--- config.mk ---
export PLATFORM = sky130hd
export DESIGN_NAME = ucsi_core
export DESIGN_NICKNAME = d
export VERILOG_FILES = /design/src/ucsi_pkg.sv /design/src/ucsi_core.sv
export SDC_FILE = /design/constraint.sdc
export NUM_CORES = 1
export LEC_CHECK = 0
export BUFFER_PORTS_ARGS = -buffer_cell sky130_fd_sc_hd__clkbuf_2
export CAP_MARGIN = 10
export CORE_UTILIZATION = 36
export DETAILED_ROUTE_END_ITERATION = 6
export PLACE_DENSITY_LB_ADDON = 0.3
export SYNTH_ARGS = -nofsm -noshare
export SYNTH_HDL_FRONTEND = slang
export SYNTH_SLANG_ARGS = --single-unit
--- constraint.sdc ---
create_clock -name clk_i -period 5.75 [get_ports clk_i]
set_input_delay 1.725 -clock clk_i [delete_from_list [all_inputs] [get_ports clk_i]]
set_output_delay 1.725 -clock clk_i [all_outputs]
set_load 0.05 [all_outputs]
--- src/ucsi_pkg.sv ---
// Package for the USB control, status and event block.
// Assumes a 32-bit APB slave at 200 MHz, one clock domain.
`default_nettype none
package ucsi_pkg;
	// Register byte offsets
	localparam logic [7:0] CSR0_OFS = 8'h00;
	localparam logic [7:0] EVT_OFS = 8'h04;
	localparam logic [7:0] CFG_OFS = 8'h08;
	// Control/status register 0 field positions
	localparam int RESUME_BIT = 10;
	localparam int SUSP_STAT_BIT = 9;
	localparam int SUSP_ALLOW_BIT = 8;
	localparam int ADDR_LSB = 0;
	localparam int ADDR_W = 7;
	// Event register field positions
	localparam int EN_LSB = 24;
	localparam int FLAG_LSB = 16;
	localparam int NUM_EVT = 8;
	// Configuration register: role select
	localparam int HOST_ROLE_BIT = 0;
	// Reset values
	localparam logic [7:0] EN_RESET = 8'h06;
	localparam logic [7:0] FLAG_RESET = 8'h00;
	localparam logic [6:0] ADDR_RESET = 7'h00;
	localparam logic SUSP_ALLOW_RESET = 1'b0;
	// Event indices in enable/flag order, bit 7 down to bit 0
	localparam int EV_VBUS = 7;
	localparam int EV_SESS = 6;
	localparam int EV_DISC = 5;
	localparam int EV_CONN = 4;
	localparam int EV_SOF = 3;
	localparam int EV_RSTB = 2;
	localparam int EV_RES = 1;
	localparam int EV_SUSP = 0;
	// Bus-side event inputs as they arrive from the link logic
	typedef struct packed {
		logic vbus_low;
		logic session_active;
		logic session_request;
		logic dev_detached;
		logic dev_attached;
		logic frame_start;
		logic reset_babble;
		logic resume_seen;
		logic idle_seen;
		logic wake_seen;
	} ucsi_line_t;
	// Token address check
	typedef struct packed {
		logic valid;
		logic [6:0] addr;
	} ucsi_token_t;
endpackage : ucsi_pkg
`default_nettype wire

--- src/ucsi_core.sv ---
// USB control, status and event-latch block with an APB slave.
// Assumes line events arrive from the link logic on the same clock.
//
// Functional notes
// While suspended and the resume bit is set, resume signalling is driven until the bit is cleared.
// Device-role software clears the resume bit about 10 ms after setting it, at most 15 ms.
// Host-role software clears the resume bit 20 ms after setting it.
// The suspend status bit reads one while suspended and zero otherwise.
// Suspend status writes are ignored in device role; host software may set it, hardware clears it.
// Suspend is entered only while the suspend allow bit is one.
// In device role the 7-bit address field is compared with every token address.
// The VBUS error flag sets when VBUS drops below valid during a session.
// The session request flag sets on detected session request signalling.
// The disconnect flag sets on detach in host role and on session end in device role.
// In host role the connect flag sets when a device attaches.
// One enable, reset to one, gates bus reset in device role and babble in host role.
// Enables sit in bits 31..24 and flags in 23..16, in the same event order.
// The interrupt is high while any flag is set with its enable one; flags hold until cleared.
//
// Decided for this implementation: the address map and the APB interface to the registers.
`default_nettype none
module ucsi_core (
	input wire logic clk_i,
	input wire logic rst_n_i,
	input wire logic psel_i,
	input wire logic penable_i,
	input wire logic pwrite_i,
	input wire logic [7:0] paddr_i,
	input wire logic [31:0] pwdata_i,
	output logic [31:0] prdata_o,
	output logic pready_o,
	output logic pslverr_o,
	input wire ucsi_pkg::ucsi_line_t line_i,
	input wire ucsi_pkg::ucsi_token_t token_i,
	output logic addr_match_o,
	output logic resume_drive_o,
	output logic suspended_o,
	output logic host_role_o,
	output logic irq_o
);
	logic resume_reg;
	logic suspended_status_reg;
	logic suspend_allow_reg;
	logic [6:0] device_address_field_reg;
	logic [7:0] evt_enable_reg;
	logic [7:0] evt_flag_reg;
	logic [7:0] evt_set;
	logic host_reg;
	logic sess_prev_reg;
	logic match_reg;
	logic wr_en;
	logic rd_en;
	logic hit_csr0;
	logic hit_evt;
	logic hit_cfg;
	logic wake_any;
	logic [7:0] flags_read;

	// Register map, one 32-bit word per byte offset:
	//   0x00 control/status: resume 10, suspend 9, allow 8, address 6..0
	//   0x04 events: enables 31..24, sticky flags 23..16, same order
	//   0x08 configuration: bit 0 selects the host role
	// Read data is taken in the setup cycle, so an event may land between
	// the capture and the access; the flag logic below allows for that.

	////////////////////////////////////////////////////////////////////
	// APB decode; single-cycle access, never waits
	assign wr_en = psel_i & penable_i & pwrite_i;
	assign rd_en = psel_i & penable_i & ~pwrite_i;
	assign hit_csr0 = (paddr_i == ucsi_pkg::CSR0_OFS);
	assign hit_evt = (paddr_i == ucsi_pkg::EVT_OFS);
	assign hit_cfg = (paddr_i == ucsi_pkg::CFG_OFS);
	assign pready_o = 1'b1;
	// Unmapped addresses answer with an error so firmware bugs show up
	assign pslverr_o = psel_i & penable_i & ~(hit_csr0 | hit_evt | hit_cfg);

	// Read data is registered on the setup cycle and valid in access
	always_ff @(posedge clk_i) begin
		if (!rst_n_i) begin
			prdata_o <= 32'h0000_0000;
		end else if (psel_i && !penable_i && !pwrite_i) begin
			prdata_o <= 32'h0000_0000;
			if (hit_csr0) begin
				prdata_o[ucsi_pkg::RESUME_BIT] <= resume_reg;
				prdata_o[ucsi_pkg::SUSP_STAT_BIT] <= suspended_status_reg;
				prdata_o[ucsi_pkg::SUSP_ALLOW_BIT] <= suspend_allow_reg;
				prdata_o[ucsi_pkg::ADDR_LSB +: ucsi_pkg::ADDR_W] <=
					device_address_field_reg;
			end else if (hit_evt) begin
				prdata_o[ucsi_pkg::EN_LSB +: ucsi_pkg::NUM_EVT] <=
					evt_enable_reg;
				prdata_o[ucsi_pkg::FLAG_LSB +: ucsi_pkg::NUM_EVT] <=
					evt_flag_reg;
			end else if (hit_cfg) begin
				prdata_o[ucsi_pkg::HOST_ROLE_BIT] <= host_reg;
			end
		end
	end

	////////////////////////////////////////////////////////////////////
	// Role select, resume control, suspend allow and address field
	always_ff @(posedge clk_i) begin
		if (!rst_n_i) begin
			host_reg <= 1'b0;
			resume_reg <= 1'b0;
			suspend_allow_reg <= ucsi_pkg::SUSP_ALLOW_RESET;
			device_address_field_reg <= ucsi_pkg::ADDR_RESET;
		end else if (wr_en && hit_cfg) begin
			host_reg <= pwdata_i[ucsi_pkg::HOST_ROLE_BIT];
		end else if (wr_en && hit_csr0) begin
			// Timing of the clear is left to software
			resume_reg <= pwdata_i[ucsi_pkg::RESUME_BIT];
			suspend_allow_reg <= pwdata_i[ucsi_pkg::SUSP_ALLOW_BIT];
			device_address_field_reg <=
				pwdata_i[ucsi_pkg::ADDR_LSB +: ucsi_pkg::ADDR_W];
		end
	end

	////////////////////////////////////////////////////////////////////
	// Any bus traffic that must end suspend; it outranks every set
	assign wake_any = line_i.wake_seen | line_i.resume_seen
		| line_i.reset_babble;

	// Suspend state; hardware leaves suspend on wake or resume traffic
	always_ff @(posedge clk_i) begin
		if (!rst_n_i) begin
			suspended_status_reg <= 1'b0;
		end else if (wake_any) begin
			suspended_status_reg <= 1'b0;
		end else if (!suspend_allow_reg) begin
			suspended_status_reg <= 1'b0;
		end else if (line_i.idle_seen) begin
			suspended_status_reg <= 1'b1;
		end else if (wr_en && hit_csr0 && host_reg
			&& pwdata_i[ucsi_pkg::SUSP_STAT_BIT]) begin
			// Device-role writes fall through and change nothing
			suspended_status_reg <= 1'b1;
		end
	end
	assign suspended_o = suspended_status_reg;
	// Resume drive only while suspended, stops as soon as bit clears
	assign resume_drive_o = resume_reg & suspended_status_reg;
	assign host_role_o = host_reg;

	////////////////////////////////////////////////////////////////////
	// Token address compare, registered; host role never matches
	always_ff @(posedge clk_i) begin
		if (!rst_n_i) begin
			match_reg <= 1'b0;
		end else begin
			match_reg <= token_i.valid & ~host_reg
				& (token_i.addr == device_address_field_reg);
		end
	end
	assign addr_match_o = match_reg;

	////////////////////////////////////////////////////////////////////
	// Session tracking for end-of-session detection in device role
	always_ff @(posedge clk_i) begin
		if (!rst_n_i) begin
			sess_prev_reg <= 1'b0;
		end else begin
			sess_prev_reg <= line_i.session_active;
		end
	end

	// Event sources in enable/flag order
	always_comb begin
		evt_set = 8'h00;
		evt_set[ucsi_pkg::EV_VBUS] = line_i.vbus_low
			& line_i.session_active;
		evt_set[ucsi_pkg::EV_SESS] = line_i.session_request;
		evt_set[ucsi_pkg::EV_DISC] = host_reg ? line_i.dev_detached
			: (sess_prev_reg & ~line_i.session_active);
		evt_set[ucsi_pkg::EV_CONN] = host_reg & line_i.dev_attached;
		evt_set[ucsi_pkg::EV_SOF] = line_i.frame_start;
		// Same input means bus reset as device, babble as host
		evt_set[ucsi_pkg::EV_RSTB] = line_i.reset_babble;
		evt_set[ucsi_pkg::EV_RES] = line_i.resume_seen & suspended_status_reg;
		evt_set[ucsi_pkg::EV_SUSP] = line_i.idle_seen & suspend_allow_reg
			& ~suspended_status_reg;
	end

	////////////////////////////////////////////////////////////////////
	// Enables: written by software, reset value has bits 26 and 25 set
	always_ff @(posedge clk_i) begin
		if (!rst_n_i) begin
			evt_enable_reg <= ucsi_pkg::EN_RESET;
		end else if (wr_en && hit_evt) begin
			evt_enable_reg <= pwdata_i[ucsi_pkg::EN_LSB +: ucsi_pkg::NUM_EVT];
		end
	end

	// Flag field of the word that the pending read returns
	assign flags_read = prdata_o[ucsi_pkg::FLAG_LSB +: ucsi_pkg::NUM_EVT];

	// Sticky flags; a read clears only the flags that it returned, so an
	// event caught after the setup capture waits for the next read
	always_ff @(posedge clk_i) begin
		if (!rst_n_i) begin
			evt_flag_reg <= ucsi_pkg::FLAG_RESET;
		end else if (rd_en && hit_evt) begin
			// A new event in the same cycle wins over the clear
			evt_flag_reg <= (evt_flag_reg & ~flags_read) | evt_set;
		end else begin
			evt_flag_reg <= evt_flag_reg | evt_set;
		end
	end

	// Level interrupt from unmasked flags
	assign irq_o = |(evt_flag_reg & evt_enable_reg);
endmodule : ucsi_core
`default_nettype wire

Word-level counts from Yosys, hierarchy flattened. Cells that the tools add are included.

Register bits after elaboration: 55. Input bits: 63. Output and inout port bits: 39. Logic and storage cells: 69.

Eq/ne operators: 3. Multiplexer cells: 11. Bitwise gates (word level): 30. Reductions and logical operators: 15.

Operator list (count): 16-bit 2-to-1 mux (2); 8-bit AND (2); 8-bit OR (2); 1-bit AND (13); 8-bit by 3-bit equality test with 1-bit output, second input constant (1); 8-bit by 4-bit equality test with 1-bit output, second input constant (1); 1-bit logical AND (8); 8-bit zero test (1); 8-bit 2-to-1 mux (1); 1-bit NOT (8); 8-bit NOT (1); 8-bit OR reduction (1); 7-bit equality test (1); 1-bit 2-to-1 mux (6); 6-bit 2-to-1 mux (1); 1-bit OR (4); 3-bit 2-to-1 mux (1); 3-bit OR reduction (1); 1-bit zero test (2); 2-bit AND reduction (1); 2-bit nonzero test (1).

Longest topological paths before layout. Gate-level depths: netlist (run 1).

Depth in word-level cells: 7. Mapped depth: 5. Gate-level depth less buffers: 3.

Worst setup path after synthesis (run 1). Ideal clock, no wire load.

Path kind: input -> output. Start: input paddr_i[1]. End: output pslverr_o. Data arrival time: 2.795 ns. Data required time: 4.025 ns. Path slack: 1.230 ns. Stages on the path: 4. Path buffers: 1. Cell sequence: or4_4 > buf_6 > nor2_1 > a21oi_1.

Longest elaborated chain between the ends: 5. Elaborated cells on any way between the ends: 7. Classes of those cells: eq/ne: 2; bitwise: 4; reduce/logical: 1.

Ends and longest elaborated chain: start, declared (RTL line ucsi_core.sv:28) `input wire logic [7:0] paddr_i,`; 8-bit by 3-bit equality test with 1-bit output or 8-bit zero test (tied branches) (RTL line ucsi_core.sv:71, ucsi_core.sv:70); 1-bit OR (RTL line ucsi_core.sv:75) `assign pslverr_o = psel_i & penable_i & ~(hit_csr0 | hit_evt | hit_cfg);`; 1-bit OR * (RTL line ucsi_core.sv:75); 1-bit NOT * (RTL line ucsi_core.sv:75); 1-bit AND * (RTL line ucsi_core.sv:75); end, declared (RTL line ucsi_core.sv:32) `output logic pslverr_o,`.

Mark *: on every way between the ends. The rest lies on a longest branch, timed or not.

Final worst setup path (run 1). Ends and elaborated chain as after synthesis.

==> summary.txt, run 1 <==
CTS
  • CTS tree: built
  • H-tree depth: 2
  • Post-CTS resize count: 0
  • Postcts setup bufs: 0
  • CTS Sinks: 55
  • Clock buffer depth: 2
  • Clock transition at the registers of the reported paths: ~0.090 ns
  • TritonCTS Buffers: 5
  • CTS Hold Buffers Added: 0
  • Worst-Skew Late Latency: approximately 0.3 ns
  • Clk root buf: clkbuf_8

Layout
  • Antenna diodes: 0
  • Layout cells sized above 1: 29.9%
  • Max FFs per register: 26
  • Fin nets: slightly above 400
  • Synth-to-Final Area Change: 22.2%
  • Filler cell count in the final layout: around 660

Logic synthesis
  • Asr flop ratio synth: 0%
  • Syn avg cell area: 9.05 sq um
  • Seq/Total Area, Yosys: about 46%
  • Synthesis-stage register bit count: between 50 and 60
  • Unique masters post-synth: 41
  • Post-Syn Area: ~2400 sq um
  • Most used DFF post-synth: dfxtp_1
  • Dominant cells by area after synthesis: dfxtp_1 (46%), nand2_1 (8.1%), mux2i_1 (6.6%), nand4_1 (5.2%), a21oi_1 (4.6%)
  • Largest area contributor in the netlist: dfxtp_1
  • Synth Instances: 266
  • Post-synth EDFFs: 0
  • Top-area cell type share of the netlist area: 45.7%
  • Yosys Warn Count: 0

Worst setup path
  • Startpoint types: primary input
  • Crit path launch: paddr_i[1]
  • Element type at the critical path end: output pin
  • Worst Path Required: about 4.0 ns
  • Crit Path Category: primary input to output pin
  • Reg2reg start: host_role_o$_SDFFE_PN0P_
  • Crit-path max FO: 8
  • CP arrival: roughly 2.9 ns

Floorplanning
  • Die area: approximately 7000 sq um
  • Die X: approximately 84 um
  • Core Rows: 29
  • Initial Util: a little under two fifths
  • I/O Pins: slightly above 100
  • Die Y-Extent: ~84 um
  • Core area: around 6400 sq um

Timing
  • Final Hold Viols: 0
  • Post-route setup slack: 1.13 ns
  • Fmax: 217 MHz
  • Final Slew Violations: 0
  • Crit path time final: between 4 and 5 ns
  • Tcrit/Tclk final: 80.3%
  • Worst slew pin tran: between 0.9 and 1 ns
  • Final setup TNS: 0 ns
  • Setup violators final: 0
  • Clock skew: between 0.003 and 0.004 ns
  • Unrepaired setup endpoints after global routing: no
  • Relative slew slack: 37.3%

Global route
  • GR Util All Layers: approximately 18%
  • Largest net degree at the start of global routing: 42
  • Vias in the first global route: around 2000
  • First-pass GRT wire length: 10000 um
  • Initial antenna violation count: 0
  • Grt ovf: 0

Power and ir drop
  • Pleak: roughly 1.2 nW
  • Maximum vdd drop: 160 uV
  • Power density over cell area: between 200 and 250 nW/um^2
  • Tot Pwr: 0.681 mW

Route
  • Post-route antenna net violation count: 0
  • DRC Markers: 0
  • Via density per instance: just over 5
  • Vias: roughly 2200
  • Total wire length: 6070 um
  • DR iter-0 viols: 89
  • Routed WL per cell: 14.5 um
  • DR pass1 iterations: 4

Placed design
  • HPWL after DPL: ~4400 um
  • GPL Wtd Cong: between 0.7 and 0.8
  • Worst slack at placement: ~1.1 ns
  • PortBufs: 80

Job
  • Max-cap viol count: 0

Min path
  • Min-delay worst type: flop to flop
  • Hold Crit Start: prdata_o[27]$_SDFFE_PN0P_

Status
  • Status: finished, final reports clean
## worst paths after layout
path,end,slack [ns],cells after the start
setup / recovery,pslverr_o,1.13,5
hold / removal,prdata_o[27]$_SDFFE_PN0P_,0.46,2
setup reg to reg,prdata_o[0]$_SDFFE_PN0P_,4.64,3
hold reg to reg,prdata_o[27]$_SDFFE_PN0P_,0.46,2
## cells by family after synthesis
family                 synth area share [%]
AO/OA/AOI/OAI                          14.5
buffers and inverters                  5.71
XOR/XNOR                               2.55
AND/OR/NAND/NOR                        24.1
flip-flops                             45.7
other                                 0.312
multiplexers                           7.12
## critical path: stages
cell      delay [ns]
clkbuf_2        0.10
or4_4           0.63
nor2_1          0.14
a21oi_1         0.07
clkbuf_2        0.23
## layout by cell type (no fill, tap or decap), types with 4 or more instances in the layout
cell / instances
a21oi_1: 22
a22o_1: 9
a22oi_1: 4
a31oi_1: 6
buf_4: 4
clkbuf_2: 80
clkbuf_8: 7
conb_1: 7
dfxtp_1: 55
inv_1: 4
mux2i_1: 16
nand2_1: 52
nand4_1: 20
nor4_1: 5
o21ai_0: 6
xnor2_1: 7
## through the flow
step | instance area [sq um] | hold WS [ns] | utilization (%) | std cells
3_3_place_gp | 2840 | 0.441 | 44.5 | 410
2_1_floorplan | 2430 | 0.443 | - | 271
4_1_cts | 2940 | 0.460 | 46.1 | 418
6_report | 2940 | 0.460 | 46.1 | 418
3_5_place_dp | 2840 | 0.445 | 44.5 | 410
5_1_grt | 2940 | 0.485 | 46.1 | 418
## where the power goes
group          switching [mW]  leakage, nW  internal (mW)
combinational          0.0453        0.709         0.0222
sequential            0.00186        0.445          0.383
clock                   0.118       0.0515          0.110
total                   0.165         1.20          0.516
## layer usage
layer	GRT usage [%]	vias to the layer above	routed length (um)
li1	-	1088	-
met4	4.62	0	23
met1	23.7	1004	2970
met2	28.8	73	2760
met3	3.86	3	312
met5	0	-	0
## final cells by class
class,instances,area (sq um),area share (%)
clock buffers,8,100,3.40
inverters,4,15.0,0.510
multi-input cells,190,1200,40.8
flip-flops and latches,55,1100,37.4
well taps,77,96.3,3.27
repair buffers,84,430,14.6
## cell usage after synthesis (4+ instances only)
master,n
a31oi_1,6
xnor2_1,7
a22o_1,9
dfxtp_1,55
o21ai_0,6
a21oi_1,22
mux2i_1,16
buf_4,8
a22oi_1,4
nand4_1,20
nand2_1,52
clkbuf_1,11
inv_1,4
nor4_1,6
No activity file was read; power rests on OpenSTA's default activity.
==> run 2: changes to the inputs <==
--- a/config.mk
+++ b/config.mk
@@ -5,6 +5,7 @@
 export SDC_FILE = /design/constraint.sdc
 export NUM_CORES = 1
 export LEC_CHECK = 0
+export ABC_AREA = 1
 export BUFFER_PORTS_ARGS = -buffer_cell sky130_fd_sc_hd__clkbuf_2
 export CAP_MARGIN = 10
 export CORE_UTILIZATION = 36
==> constraint.sdc (replaced) <==
create_clock -name clk_i -period 4.35 [get_ports clk_i]
set_input_delay 1.305 -clock clk_i [delete_from_list [all_inputs] [get_ports clk_i]]
set_output_delay 1.305 -clock clk_i [all_outputs]
set_load 0.05 [all_outputs]
==> summary.txt, run 2 <==
Status
  • Status: finished, final reports clean

Power and ir drop
  • Pleak: between 1 and 1.5 nW
  • Maximum vdd drop: roughly 160 uV
  • Power density over cell area: around 340 nW/um^2

Logic synthesis
  • Dominant cells by area after synthesis: dfxtp_1 (46%), nand2_1 (8.3%), o21ai_0 (7.8%), a21oi_1 (6.7%), nor2_1 (6.4%)
  • Count leader, synth: dfxtp_1
  • Seq/Total Area, Yosys: between 40% and 50%
  • Top-area cell type share of the netlist area: between 40% and 50%
  • Yosys Warn Count: 0
  • Most instantiated cells after synthesis: dfxtp_1 (55), nand2_1 (53), nor2_1 (41)
  • Unique masters post-synth: 29
  • Syn avg cell area: ~7.7 sq um
  • Asr flop ratio synth: 0%
  • Synthesis-stage register bit count: 55
  • Synth Instances: 310
  • Most used DFF post-synth: dfxtp_1
  • Post-synth EDFFs: 0
  • Post-Syn Area: 2390 sq um
  • Largest area contributor in the netlist: dfxtp_1

Min path
  • Hold Crit Start: prdata_o[29]$_SDFFE_PN0P_
  • Min-delay worst type: flop to flop
  • Hold Path Sink: prdata_o[29]$_SDFFE_PN0P_
  • Min-Delay Path Depth: 2

Placed design
  • GPL Wtd Cong: 0.827
  • PortBufs: 80
  • HPWL after DPL: between 4000 and 5000 um
  • Post-DP Area: about 2800 sq um

Route
  • Routed WL per cell: 12.5 um
  • DR pass1 iterations: 5
  • DRC Markers: 0
  • Total wire length: slightly below 6000 um
  • Via density per instance: between 4 and 5
  • Vias: 2264
  • DR iter-0 viols: approximately 130
  • Post-route antenna net violation count: 0

Worst setup path
  • Reg2reg end: evt_flag_reg[5]$_SDFF_PN0_
  • Crit path max-delay cell type: nor2_1
  • CP bufs+invs: 2
  • Crit-path max FO: 4
  • Reg2Reg Depth: 3
  • Element type at the critical path end: output pin
  • Worst path depth: 6
  • Crit Path Category: primary input to output pin
  • CP arrival: 2.23 ns
  • Largest stage delay on the critical path: roughly 0.25 ns
  • Startpoint types: primary input
  • Worst Path Required: 3.04 ns
  • CP top delay family: simple AND/OR/NAND/NOR gates
  • Cells along the critical path: clkbuf_2 > nor2_1 > nand2_2 > nor2_1 > nor3_1 > clkbuf_2
  • Reg2reg setup slack: between 3 and 4 ns
  • Reg2reg start: host_role_o$_SDFFE_PN0P_

Global route
  • Grt ovf: 0
  • Vias in the first global route: 2091
  • First-pass GRT wire length: 9690 um
  • GR Util All Layers: approximately 17%
  • Largest net degree at the start of global routing: between 40 and 50
  • Initial antenna violation count: 0

Layout
  • Layout cells sized above 1: 27.5%
  • Fin nets: about 450
  • Antenna diodes: 0
  • Commonest non-fill, non-tap cells in the layout: clkbuf_2 (80), dfxtp_1 (55), nand2_1 (53)
  • Final Instance Area: between 2000 and 3000 sq um
  • Max FFs per register: 26
  • Multi-input logic area: 1090 sq um
  • Filler cell count in the final layout: between 600 and 700
  • Commonest non-fill, non-tap cell in the layout: clkbuf_2
  • Sequential Area: 1100 sq um
  • Synth-to-Final Area Change: 21.8%

CTS
  • H-tree depth: 2
  • CTS Hold Buffers Added: 0
  • CTS tree: built
  • Post-CTS resize count: 0
  • Postcts setup bufs: 0
  • Clk root buf: clkbuf_8
  • CTS Sinks: 55
  • TritonCTS Buffers: 5
  • Clock buffer depth: 2
  • Clock transition at the registers of the reported paths: 0.10 ns
  • Worst-Skew Late Latency: around 0.30 ns

Timing
  • Setup violators final: 0
  • Final setup TNS: 0 ns
  • Tcrit/Tclk final: 81.3%
  • Final Hold Viols: 0
  • Fmax: around 280 MHz
  • Crit path time final: ~3.5 ns
  • Worst slew pin tran: about 0.64 ns
  • Relative slew slack: a little under three fifths
  • Final Slew Violations: 0
  • Clock skew: approximately 0.0085 ns
  • Unrepaired setup endpoints after global routing: no
  • Final hold slack: between 0.4 and 0.5 ns

Floorplanning
  • Die X: approximately 83 um
  • Initial Util: between 30% and 40%
  • Core Rows: 29
  • I/O Pins: 102
  • Die area: roughly 7000 sq um
  • Core area: roughly 6400 sq um
  • Die Y-Extent: approximately 83 um

Job
  • Max-cap viol count: 0
[run 2: final cells by class]
cell class / instances / area share (%)
sequential: 55 / 37.9
multi-input combinational: 220 / 37.4
timing repair buffer: 84 / 14.8
tap: 77 / 3.32
inverter: 20 / 2.93
clock buffer: 5 / 2.37
clock inverter: 2 / 1.29
[run 2: worst register-to-register path: cells and delay by family (launching register included)]
kind	cells	cell delay, ns
flops	1	0.45
compound gates	2	0.27
buf+inv	1	0.10
[run 2: per-layer routing]
layer / vias up / track usage (%) / wire length (um)
met5: - / 0 / 0
li1: 1152 / - / -
met1: 1031 / 22.0 / 2630
met3: 4 / 3.18 / 324
met2: 77 / 29.1 / 2750
met4: 0 / 5.39 / 59
[run 2: how the worst max path moves through the flow]
stage,from,endpoint,slack (ns)
global placement,paddr_i[7],pslverr_o,0.82
floorplan,paddr_i[7],pslverr_o,0.23
detailed placement,paddr_i[7],pslverr_o,0.82
global route,paddr_i[5],pslverr_o,0.64
CTS,paddr_i[7],pslverr_o,0.81
finish,paddr_i[7],pslverr_o,0.82
[run 2: metrics by stage]
stage	instances	setup slack [ns]	power [mW]	utilization [%]
floorplan	315	0.230	0.625	-
global placement	456	0.823	0.661	43.8
detailed placement	456	0.822	0.663	43.8
CTS	463	0.814	0.994	45.5
global route	463	0.636	1.03	45.5
finish	463	0.815	0.982	45.5
[run 2: report_power, final]
part	total, mW	internal [mW]	switching, mW
clock	0.331	0.168	0.163
combinational	0.127	0.0366	0.0906
sequential	0.524	0.516	0.00825
total	0.982	0.721	0.262
[run 2: kinds of logic after synthesis]
family	after synthesis	share of synthesized area, %
flip-flops	55	46.1
other	2	0.315
AO/OA/AOI/OAI	78	17.6
buffers and inverters	40	9.39
AND/OR/NAND/NOR	131	25.1
XOR/XNOR	4	1.47
